[config.mk]
export PLATFORM = sky130hd
export DESIGN_NAME = tws_two_wire_port
export DESIGN_NICKNAME = d
export VERILOG_FILES = /design/src/verilog/tws_sync.v /design/src/verilog/tws_slave_engine.v /design/src/verilog/tws_two_wire_port.v
export VERILOG_INCLUDE_DIRS = /design/src /design/src/shared
export SDC_FILE = /design/constraint.sdc
export NUM_CORES = 1
export LEC_CHECK = 0
export BUFFER_PORTS_ARGS = -buffer_cell sky130_fd_sc_hd__buf_2
export CAP_MARGIN = 20
export CORE_UTILIZATION = 55
export CTS_CLUSTER_DIAMETER = 50
export DETAILED_ROUTE_END_ITERATION = 12
export PLACE_DENSITY = 0.86
export SYNTH_ARGS = -nofsm -noshare
export SYNTH_HDL_FRONTEND = slang
export SYNTH_SLANG_ARGS = --single-unit
[constraint.sdc]
create_clock -name sys_clk -period 2.7 [get_ports sys_clk]
set_input_delay 0 -clock sys_clk [delete_from_list [all_inputs] [get_ports sys_clk]]
set_output_delay 0 -clock sys_clk [all_outputs]
set_load 0.03 [all_outputs]
[src/shared/tws_consts.vh]
// Behaviour
// - only one of spi or two-wire owns pins
// - spi control bit 5 set gives spi pins
// - software master and hardware slave roles supported
// - master drives data-out bit when enable set
// - in master role, data enable bit makes data pin output
// - in master role, clock-out bit appears on clock pin
// - in master role with data enable clear, data pin latched into data-in bit on clock rise
// - control bit 3 selects master or slave
// - control bit 2 holds slave in reset
// - direction bit set while slave transmits
// - byte-done flag set per data byte, not for the address byte, software clears
// - address register seven bits, resets to 55h
// - data write transmits, read returns received byte
`ifndef TWS_CONSTS_VH
`define TWS_CONSTS_VH
`define TWS_ADDR_DATA     8'h9a
`define TWS_ADDR_SLAVE    8'h9b
`define TWS_ADDR_CONTROL  8'he8
`define TWS_RST_DATA      8'h00
`define TWS_RST_SLAVE     8'h55
`define TWS_RST_CONTROL   8'h00
`define TWS_BIT_MDO       7
`define TWS_BIT_MDE       6
`define TWS_BIT_MCO       5
`define TWS_BIT_MDI       4
`define TWS_BIT_ROLE      3
`define TWS_BIT_IRST      2
`define TWS_BIT_DIR       1
`define TWS_BIT_DONE      0
`define TWS_BIT_SPI_SEL   5
`endif

[src/verilog/tws_sync.v]
`timescale 1ns/1ns
`default_nettype none
// two flop synchroniser for one pin level
module tws_sync
#(
    parameter INIT = 1'b1
)
(
    // clock and reset
    input  wire sys_clk,
    input  wire rst_n,
    // pin in, synchronised out
    input  wire pin_in,
    output reg  pin_sync
);
    reg meta; // first stage, read only by pin_sync

    // second flop alone reads the first
    always @(posedge sys_clk or negedge rst_n)
    begin
        if (!rst_n)
        begin
            meta     <= INIT;
            pin_sync <= INIT;
        end
        else
        begin
            meta     <= pin_in;
            pin_sync <= meta;
        end
    end
endmodule // tws_sync
`default_nettype wire

[src/verilog/tws_slave_engine.v]
`timescale 1ns/1ns
`default_nettype none
`include "tws_consts.vh"
// hardware slave bit engine: start/stop, address match, byte shift, ack
module tws_slave_engine
(
    // clock and reset
    input  wire       sys_clk,
    input  wire       rst_n,
    // control
    input  wire       enable,
    input  wire [6:0] own_addr,
    input  wire [7:0] tx_byte,
    // synchronised bus levels
    input  wire       scl,
    input  wire       sda,
    // status
    output reg        sda_low,
    output reg        transmitting,
    output reg        byte_done,
    output reg  [7:0] rx_byte
);
    localparam ST_IDLE = 3'd0; // wait for start
    localparam ST_ADDR = 3'd1; // shifting address byte
    localparam ST_AACK = 3'd2; // ack of address
    localparam ST_RX   = 3'd3; // receiving data byte
    localparam ST_RACK = 3'd4; // ack of received data
    localparam ST_TX   = 3'd5; // sending data byte
    localparam ST_TACK = 3'd6; // reading master ack

    reg [2:0] state;
    reg [7:0] shift;   // shift register
    reg [3:0] bits;    // bit count within byte
    reg       scl_d;   // delayed clock level
    reg       sda_d;   // delayed data level
    wire      rise  = scl & ~scl_d;
    wire      fall  = ~scl & scl_d;
    wire      start = scl & scl_d & sda_d & ~sda;
    wire      stop  = scl & scl_d & ~sda_d & sda;

    // single state machine; edge detect uses synchronised levels only
    always @(posedge sys_clk or negedge rst_n)
    begin
        if (!rst_n)
        begin
            state <= ST_IDLE; shift <= 8'h00; bits <= 4'h0;
            scl_d <= 1'b1; sda_d <= 1'b1; sda_low <= 1'b0;
            transmitting <= 1'b0; byte_done <= 1'b0; rx_byte <= 8'h00;
        end
        else
        begin
            scl_d     <= scl;
            sda_d     <= sda;
            byte_done <= 1'b0;
            if (!enable)
            begin
                // held in reset
                state <= ST_IDLE; sda_low <= 1'b0; transmitting <= 1'b0;
            end
            else if (start)
            begin
                state <= ST_ADDR; bits <= 4'h0; sda_low <= 1'b0;
            end
            else if (stop)
            begin
                state <= ST_IDLE; sda_low <= 1'b0;
            end
            else
            begin
                case (state)
                    ST_ADDR, ST_RX:
                    begin
                        if (rise)
                        begin
                            shift <= {shift[6:0], sda};
                            bits  <= bits + 4'h1;
                        end
                        else if (fall && bits == 4'h8)
                        begin
                            bits <= 4'h0;
                            if (state == ST_RX)
                            begin
                                rx_byte   <= shift;
                                byte_done <= 1'b1;
                                sda_low   <= 1'b1;
                                state     <= ST_RACK;
                            end
                            else if (shift[7:1] == own_addr)
                            begin
                                sda_low      <= 1'b1;
                                transmitting <= shift[0];
                                state        <= ST_AACK;
                            end
                            else
                                state <= ST_IDLE;
                        end
                    end
                    ST_AACK, ST_RACK:
                    begin
                        if (fall)
                        begin
                            if (transmitting)
                            begin
                                shift   <= tx_byte;
                                sda_low <= ~tx_byte[7];
                                bits    <= 4'h1;
                                state   <= ST_TX;
                            end
                            else
                            begin
                                sda_low <= 1'b0;
                                state   <= ST_RX;
                            end
                        end
                    end
                    ST_TX:
                    begin
                        if (fall)
                        begin
                            if (bits == 4'h8)
                            begin
                                sda_low   <= 1'b0;
                                byte_done <= 1'b1;
                                state     <= ST_TACK;
                            end
                            else
                            begin
                                sda_low <= ~shift[6];
                                shift   <= {shift[6:0], 1'b0};
                                bits    <= bits + 4'h1;
                            end
                        end
                    end
                    ST_TACK:
                    begin
                        // nack from master ends the read
                        if (rise)
                            state <= sda ? ST_IDLE : ST_RACK;
                    end
                    default:
                        state <= ST_IDLE;
                endcase
            end
        end
    end
endmodule // tws_slave_engine
`default_nettype wire

[src/verilog/tws_two_wire_port.v]
`timescale 1ns/1ns
`default_nettype none
`include "tws_consts.vh"
// two-wire port: software master bit-bang and hardware slave
module tws_two_wire_port
(
    // clock and reset
    input  wire       sys_clk,
    input  wire       rst_n,
    // special-function register port
    input  wire [7:0] sfr_addr,
    input  wire       sfr_wr,
    input  wire       sfr_rd,
    input  wire [7:0] sfr_wdata,
    output reg  [7:0] sfr_rdata,
    // pin ownership from the spi control register
    input  wire       spi_port_select,
    // serial data pin (oe low = driving)
    input  wire       serial_data_pin_in,
    output reg        serial_data_pin_out,
    output reg        serial_data_pin_oe_n,
    // serial clock pin (oe low = driving)
    input  wire       serial_clock_pin_in,
    output reg        serial_clock_pin_out,
    output reg        serial_clock_pin_oe_n
);
    reg  [7:0] twowire_control;       // control bits
    reg  [7:0] twowire_slave_address; // own bus address
    reg  [7:0] twowire_data;          // received byte
    reg  [7:0] tx_hold;               // byte to send
    reg        scl_prev;              // for master sample edge
    wire       scl_s;                 // synchronised clock pin
    wire       sda_s;                 // synchronised data pin
    wire       eng_sda_low;
    wire       eng_tx;
    wire       eng_done;
    wire [7:0] eng_rx;

    // pin ownership: spi has pins when select is set
    wire tw_owns   = ~spi_port_select;
    wire role_mst  = twowire_control[`TWS_BIT_ROLE];
    wire slave_en  = tw_owns & ~role_mst & ~twowire_control[`TWS_BIT_IRST];
    wire wr_ctl    = sfr_wr && sfr_addr == `TWS_ADDR_CONTROL;
    wire scl_rise  = scl_s & ~scl_prev;

    // pin level synchronisers; data pin sampled through two flops
    tws_sync #(.INIT(1'b1)) u_scl_sync
    (
        .sys_clk  (sys_clk),
        .rst_n    (rst_n),
        .pin_in   (serial_clock_pin_in),
        .pin_sync (scl_s)
    );
    tws_sync #(.INIT(1'b1)) u_sda_sync
    (
        .sys_clk  (sys_clk),
        .rst_n    (rst_n),
        .pin_in   (serial_data_pin_in),
        .pin_sync (sda_s)
    );

    // slave engine, kept idle in master role or while held in reset
    tws_slave_engine u_slave
    (
        .sys_clk      (sys_clk),
        .rst_n        (rst_n),
        .enable       (slave_en),
        .own_addr     (twowire_slave_address[6:0]),
        .tx_byte      (tx_hold),
        .scl          (scl_s),
        .sda          (sda_s),
        .sda_low      (eng_sda_low),
        .transmitting (eng_tx),
        .byte_done    (eng_done),
        .rx_byte      (eng_rx)
    );

    // register writes and hardware updates
    always @(posedge sys_clk or negedge rst_n)
    begin
        if (!rst_n)
        begin
            twowire_control       <= `TWS_RST_CONTROL;
            twowire_slave_address <= `TWS_RST_SLAVE;
            twowire_data          <= `TWS_RST_DATA;
            tx_hold               <= `TWS_RST_DATA;
            scl_prev              <= 1'b1;
        end
        else
        begin
            scl_prev <= scl_s;
            // software writes whole control byte, done bit too; direction bit only in master role
            if (wr_ctl)
                twowire_control <= sfr_wdata;
            // direction follows the engine in slave role
            if (!role_mst)
                twowire_control[`TWS_BIT_DIR] <= eng_tx;
            // set wins over a clear in the same cycle
            if (eng_done && !role_mst)
                twowire_control[`TWS_BIT_DONE] <= 1'b1;
            // data-in latched on clock rise when not driving
            if (role_mst && !twowire_control[`TWS_BIT_MDE] && scl_rise)
                twowire_control[`TWS_BIT_MDI] <= sda_s;
            // address writable at any time
            if (sfr_wr && sfr_addr == `TWS_ADDR_SLAVE)
                twowire_slave_address <= {1'b0, sfr_wdata[6:0]};
            // write supplies next byte to send
            if (sfr_wr && sfr_addr == `TWS_ADDR_DATA)
                tx_hold <= sfr_wdata;
            // receive path; software reads once per flag
            if (eng_done && !eng_tx)
                twowire_data <= eng_rx;
        end
    end

    // read data and pin drivers, all registered
    always @(posedge sys_clk or negedge rst_n)
    begin
        if (!rst_n)
        begin
            sfr_rdata             <= 8'h00;
            serial_data_pin_out   <= 1'b1;
            serial_data_pin_oe_n  <= 1'b1;
            serial_clock_pin_out  <= 1'b1;
            serial_clock_pin_oe_n <= 1'b1;
        end
        else
        begin
            // unmapped addresses read zero
            if (sfr_rd)
            begin
                case (sfr_addr)
                    `TWS_ADDR_CONTROL: sfr_rdata <= twowire_control;
                    `TWS_ADDR_SLAVE:   sfr_rdata <= twowire_slave_address;
                    `TWS_ADDR_DATA:    sfr_rdata <= twowire_data;
                    default:           sfr_rdata <= 8'h00;
                endcase
            end
            if (!tw_owns)
            begin
                // spi owns the pins; release both
                serial_data_pin_oe_n  <= 1'b1;
                serial_clock_pin_oe_n <= 1'b1;
            end
            else if (role_mst)
            begin
                // software master drives clock, data when enabled
                serial_clock_pin_out  <= twowire_control[`TWS_BIT_MCO];
                serial_clock_pin_oe_n <= 1'b0;
                serial_data_pin_out   <= twowire_control[`TWS_BIT_MDO];
                serial_data_pin_oe_n  <= ~twowire_control[`TWS_BIT_MDE];
            end
            else
            begin
                // slave: open-drain style low only, clock never driven
                serial_clock_pin_oe_n <= 1'b1;
                serial_data_pin_out   <= 1'b0;
                serial_data_pin_oe_n  <= ~eng_sda_low;
            end
        end
    end
endmodule // tws_two_wire_port
`default_nettype wire

[Yosys cells after proc, flatten, opt, wreduce, memory -nomap -nowiden]
Cells that the tools add are included.
Cells by class
  add/sub/neg operators: 1
  eq/ne operators: 38
  multiplexer cells: 68
  bitwise operators: 23
  reductions and logical operators: 24
Operator list (count)
  $pmux W8 S3: 2
  $mux W8: 5
  $mux W3: 12
  $mux W1: 35
  $mux W4: 8
  $ne A5 B5 Y1 const B: 6
  $eq A8 B8 Y1 const B: 3
  $ne A2 B2 Y1 const B: 9
  $not A1 Y1: 14
  $reduce_and A7 Y1: 2
  $ne A6 B6 Y1 const B: 2
  $pmux W3 S4: 1
  $pmux W4 S3: 1
  $reduce_and A6 Y1: 2
  $ne A2 B1 Y1 const B: 5
  $and A1 B1 Y1: 9
  $eq A3 B3 Y1 const B: 3
  $ne A3 B1 Y1 const B: 3
  $reduce_and A9 Y1: 1
  $logic_and A1 B1 Y1: 8
  $reduce_and A8 Y1: 1
  $eq A7 B7 Y1: 1
  $eq A3 B2 Y1 const B: 2
  $mux W5: 1
  14 further kinds: 18
Word-level totals
  bits in registers: 75

[Depth between registers and ports, before layout]
  depth in word-level cells: 9
  depth in mapped cells: 8
  depth with buffers taken out: 7

[By module]
Synthesis repeated with hierarchy kept, for this count alone.
Second synthesis, totals
  cells, all modules: 327
  area, all modules: 3875.0 µm²
By module, submodules not included
  tws_two_wire_port: instances 1, cells each 147, area an instance 1931.9 µm²
  tws_slave_engine: instances 1, cells each 176, area an instance 1838.0 µm²
  tws_sync: instances 2, cells each 2, area an instance 52.6 µm²

[Worst setup path after synthesis]
OpenSTA, ideal clock, no wires.
  kind: register -> register
  start point: reg twowire_control[3]
  end point: reg u_slave.rx_byte[0]
  arrival time: 1.742 ns
  slack: 0.833 ns
  stages on the path, launching flop included: 8
  cells stage by stage: dfrtp_1 buf_6 or3_4 buf_6 nor3_2 and3_1 buf_6 mux2_4
On the way
  longest elaborated chain between the ends: 4
Ends and longest elaborated chain
  start: declaration: line tws_two_wire_port.v:27  | reg [7:0] twowire_control;
  start signal: assignment: line tws_two_wire_port.v:83  | twowire_control <= `TWS_RST_CONTROL;
  start signal: assignment: line tws_two_wire_port.v:94  | twowire_control <= sfr_wdata;
  start signal: indexed assignment: line tws_two_wire_port.v:97  | twowire_control[`TWS_BIT_DIR] <= eng_tx;
  $not A1 Y1: line tws_two_wire_port.v:42  | wire slave_en = tw_owns & ~role_mst & ~twowire_control[`TWS_BIT_IRST];
  $and A1 B1 Y1 (2 in a row): line tws_two_wire_port.v:42
  $reduce_and A7 Y1 (no source line)
  end signal: assignment: line tws_slave_engine.v:83  | rx_byte <= shift;
  end: declaration: line tws_slave_engine.v:21  | output reg [7:0] rx_byte
No other way between the ends.
A chain may end at the register's enable or synchronous reset.

[Final worst setup path]
  start point: reg u_slave.state[2]
  end point: reg u_slave.shift[5]
On the way
  longest elaborated chain between the ends: 4
  elaborated cells on any way between the ends: 15
  those cells by class: eq/ne: 10; mux: 1; reduce/logical: 4
Ends and longest elaborated chain
  start: declaration: line tws_slave_engine.v:31  | reg [2:0] state;
  start signal: assignment: line tws_slave_engine.v:138  | state <= sda ? ST_IDLE : ST_RACK;
  $eq A3 B2 Y1 (tied with other cells): line tws_slave_engine.v:70  | case (state)
  $reduce_or A2 Y1: line tws_slave_engine.v:70
  $ne A2 B1 Y1 (no source line) (tied with other cells)
  $reduce_and A9 Y1 (no source line)
  end signal: assignment: line tws_slave_engine.v:75  | shift <= {shift[6:0], sda};
  end signal: assignment: line tws_slave_engine.v:104  | shift <= tx_byte;
  end signal: assignment: line tws_slave_engine.v:129  | shift <= {shift[6:0], 1'b0};
  end: declaration: line tws_slave_engine.v:32  | reg [7:0] shift;
Parallel ways exist; a longest one is shown, timed or not.

==> metrics.log <==
[metrics] launching element type of the critical path: register
[metrics] total power draw: 2760 uW
[metrics] max capacitance violation total: 0
[metrics] number of setup violations in the final report: 0
[metrics] Total Routing Usage GR: 25.0%
[metrics] post-DR wirelength/cell: 18.7 um
[metrics] count of buffer and inverter cells on the critical path: 0
[metrics] peak supply drop: 0.000355 V
[metrics] top cell type by total area after synthesis: sky130_fd_sc_hd__dfrtp_1
[metrics] level count of the clock H-tree: 3
[metrics] Hold Fails Final Rpt: 0
[metrics] Cell Area, Synth: 3750 sq um
[metrics] cell row count: 29
[metrics] Finished Cell Area: 4290 sq um
[metrics] aggregate global routing overflow: 0
[metrics] pwr/cell area: 643 nW/um^2
[metrics] number of buffers between clock root and the deepest sink: 2
[metrics] largest fanout of any net on the critical path: 17
[metrics] clock latency on the worst-skew pair: 0.36 ns
[metrics] worst-case setup slack after placement: 0.605 ns
[metrics] vias post-DR: 2624
[metrics] total count of max-transition violations in the final report: 0
[metrics] Die X-Extent: 84.6 um
[metrics] most area-consuming cells after synthesis: sky130_fd_sc_hd__dfrtp_1 41%, sky130_fd_sc_hd__mux2_2 15%, sky130_fd_sc_hd__dfstp_2 9.8%, sky130_fd_sc_hd__mux2_4 3.6%, sky130_fd_sc_hd__inv_1 1.9%
[metrics] number of primary I/O pins: 35
[metrics] combined flip-flop and latch cell area: 1890 sq um
[metrics] count of fill cells added during filler insertion: 475
[metrics] Clock Tree Root: sky130_fd_sc_hd__clkbuf_8
[metrics] number of detailed-routing iterations run before antenna repair: 8
[metrics] number of buffers inserted by hold repair at cts: 13
[metrics] unrepaired setup endpoints after global routing: no
[metrics] CP Data Required Time: 2.94 ns
[metrics] Final Net Count: 378
[metrics] count of instances resized after the clock tree is built: 0
[metrics] Achievable Freq: 468 MHz
[metrics] number of flip-flops and latches in the synthesized netlist: 75
[metrics] cell with the largest stage delay on the worst path: sky130_fd_sc_hd__dfrtp_1
[metrics] height of the die: 84.6 um
[metrics] antenna violations before repair: 0
[metrics] post-route clock period utilization: 79.1%
[metrics] Setup Buffers After CTS: 0
[metrics] cell family with the largest share of critical-path delay: simple AND/OR/NAND/NOR gates
[metrics] largest net degree at the start of global routing: 76
[metrics] dpl hpwl: 5530 um
[metrics] portion of the post-synthesis area used by sequential elements: 50.5%
[metrics] violated checks: DRC
[metrics] min cycle time layout: 2.14 ns
[metrics] Post-Place Cell Area: 3920 sq um
[metrics] wire length of the first global-routing pass: 13500 um
[metrics] cell breakdown of the critical path: a21oi_1 -> nor4b_2 -> o22ai_1 -> nor2_2 -> mux2_2
[metrics] Final TNS setup: 0 ns
[metrics] share of post-route cells with drive strength above 1: 37.4%
[metrics] die area: 7160 sq um
[metrics] number of enable-type register cells in the synthesized netlist: 0
[metrics] leakage: 0.00194 uW
[metrics] CTS tree: done
[metrics] GPL Wtd Cong: 0.900
[metrics] Post-Route Skew: 0.0148 ns
[metrics] DR vias/cell: 6.03
[metrics] critical path's largest stage delay: 0.65 ns
[metrics] PnR worst setup slack: 0.563 ns
[metrics] Metal-1 WL: 3480 um
[metrics] Worst Tran Pin Value: 0.913 ns
[metrics] net count after synthesis: 335
[metrics] total clock sinks: 75
[metrics] DRC viols: 5
[metrics] remaining number of nets flagged by the antenna check after routing: 0
[metrics] gate count after technology mapping: 310
[metrics] Syn. warnings: 0
[metrics] Starting Density: 58.1%
[metrics] synth-to-layout area growth: 14.4%
[metrics] top sig layer: met4
[metrics] share of the synthesized area in the top cell type: 40.7%
[metrics] Worst Path Class, Setup: reg2reg
[metrics] wire length after detailed routing: 8120 um
[metrics] outcome: complete, but fails checks
[metrics] violation count after the first detailed-routing iteration: 137
[metrics] clock buffer count from CTS: 9
[metrics] core area: 6460 sq um
[metrics] predominant post-synthesis flop cell: sky130_fd_sc_hd__dfrtp_1
[metrics] Avg Inst Size Synth: 12.1 sq um
[metrics] DR WL met2: 3960 um
[metrics] multi-input combinational cell area: 1670 sq um
[metrics] critical path data arrival time: 2.37 ns
[metrics] via count of the first global-routing pass: 2636
[metrics] post-CTS clock slew at the launch and capture registers of the worst setup and hold paths: 0.08 ns
[metrics] fraction of registers with async set/reset: 100%
[metrics] number of diodes: 0
[metrics] crit end category: register
[metrics] headroom to the max-slew limit: 39.1%
[metrics] routed length on met3: 368 um
[metrics] number of distinct library cells after synthesis: 61
[metrics] HP Class: in2reg
[metrics] input/output buffers: 34
## synth_stat cells (2+ instances only)
cell                        instances
sky130_fd_sc_hd__nand2b_1           3
sky130_fd_sc_hd__nor2_1            10
sky130_fd_sc_hd__dfstp_2           14
sky130_fd_sc_hd__a22oi_1            8
sky130_fd_sc_hd__nor2b_1            2
sky130_fd_sc_hd__xor2_1             3
sky130_fd_sc_hd__nand2_1           15
sky130_fd_sc_hd__nor3b_1            3
sky130_fd_sc_hd__nor4_1             2
sky130_fd_sc_hd__a211o_1            2
sky130_fd_sc_hd__dfrtp_1           61
sky130_fd_sc_hd__nand4b_1           4
sky130_fd_sc_hd__ha_1               2
sky130_fd_sc_hd__mux2i_1            7
sky130_fd_sc_hd__mux2_2            50
sky130_fd_sc_hd__and4b_1            2
sky130_fd_sc_hd__o21ai_0           10
sky130_fd_sc_hd__mux2_4             9
sky130_fd_sc_hd__buf_6              5
sky130_fd_sc_hd__buf_2              6
sky130_fd_sc_hd__o2bb2ai_1          2
sky130_fd_sc_hd__nand4_1            3
sky130_fd_sc_hd__o22ai_1           10
sky130_fd_sc_hd__xnor2_1            7
sky130_fd_sc_hd__buf_4              2
sky130_fd_sc_hd__nand3_1            2
sky130_fd_sc_hd__o211ai_1           3
sky130_fd_sc_hd__clkbuf_1           2
sky130_fd_sc_hd__a21oi_1           10
sky130_fd_sc_hd__inv_1             19
sky130_fd_sc_hd__nand3b_1           2
## final cells by class
type                       count  share of cell area (%)
sequential                    75                    44.1
clock buffer                   9                    2.88
tap                           77                    2.24
inverter                      19                    1.66
timing repair buffer          48                    7.23
clock inverter                 7                    2.88
multi-input combinational    200                    39.0
## worst register-to-register path, delay by kind of cell (launching register included)
kind               cells  cell delay (ns)
AOI/OAI and AO/OA      2             0.30
DFF                    1             0.65
muxes                  1             0.39
and+or+nand+nor        2             0.68
## cells by family (layout without fill, tap and decap cells)
family                     after synthesis  after routing  synth area share (%)
adders and majority gates                2              2                 0.667
buffers and inverters                   35             83                  4.90
muxes                                   66             66                  20.5
xor gates and xnor gates                10             10                  2.33
DFF                                     75             75                  50.5
AOI/OAI and AO/OA                       56             56                  9.97
and+or+nand+nor                         66             66                  11.2
## layout by cell type, fill, tap and decap left out, types with 3 or more instances in the layout
master                          synthesis  routed
sky130_fd_sc_hd__o211ai_1               3       3
sky130_fd_sc_hd__mux2_2                50      50
sky130_fd_sc_hd__o21ai_0               10      10
sky130_fd_sc_hd__clkbuf_8               0       9
sky130_fd_sc_hd__inv_1                 19      19
sky130_fd_sc_hd__a21oi_1               10      10
sky130_fd_sc_hd__nor3b_1                3       3
sky130_fd_sc_hd__nand2_1               15      15
sky130_fd_sc_hd__nand4_1                3       3
sky130_fd_sc_hd__a22oi_1                8       8
sky130_fd_sc_hd__dfstp_2               14      14
sky130_fd_sc_hd__bufinv_16              0       3
sky130_fd_sc_hd__nand2b_1               3       3
sky130_fd_sc_hd__dfrtp_1               61      61
sky130_fd_sc_hd__xor2_1                 3       3
sky130_fd_sc_hd__mux2i_1                7       7
sky130_fd_sc_hd__nand4b_1               4       4
sky130_fd_sc_hd__xnor2_1                7       7
sky130_fd_sc_hd__nor2_1                10      10
sky130_fd_sc_hd__dlygate4sd3_1          0      13
sky130_fd_sc_hd__buf_2                  6      33
sky130_fd_sc_hd__o22ai_1               10      10
sky130_fd_sc_hd__mux2_4                 9       9
## sequential cells by signal, indices dropped and copies added, names as in the netlist, 3 cells and up
register               cells
twowire_data               8
twowire_control            8
u_slave.state              3
u_slave.rx_byte            8
u_slave.bits               4
u_slave.shift              8
sfr_rdata                  8
twowire_slave_address      7
tx_hold                    8
## metal layers
layer  vias to the layer above  GRT usage [%]
met3                        28           5.01
met1                      1299           31.9
met5                         -              0
met2                        89           39.8
li1                       1208              -
met4                         0           14.5
## per-stage QoR
| step | std cells | hold WS (ns) | util [%] |
|---|---|---|---|
| floorplan | 310 | -0.296 | - |
| global placement | 406 | 0.105 | 60.6 |
| detailed placement | 406 | 0.107 | 60.6 |
| CTS | 435 | 0.0944 | 66.5 |
| global route | 435 | 0.144 | 66.5 |
| finish | 435 | 0.103 | 66.5 |
## path summary, 6_finish.rpt
kind	cells after the start	to	from	slack [ns]
max in group asynchronous	2	u_slave.shift[5]	rst_n	1.79
hold reg to reg	0	u_sda_sync.pin_sync	u_sda_sync.meta	0.36
setup reg to reg	5	u_slave.shift[5]	u_slave.state[2]	0.56
setup / recovery	5	u_slave.shift[5]	u_slave.state[2]	0.56
hold / removal	4	sfr_rdata[7]	sfr_addr[2]	0.10
min in group asynchronous	2	u_slave.state[1]	rst_n	0.30
## report_power, final
part / total, uW / internal, uW / switching (uW) / leakage (uW)
Combinational: 369 / 195 / 174 / 0.000844
Sequential: 1330 / 1220 / 109 / 0.000973
Clock: 1070 / 622 / 444 / 0.000120
Total: 2760 / 2040 / 727 / 0.00194
(Power assumes the default switching activity.)
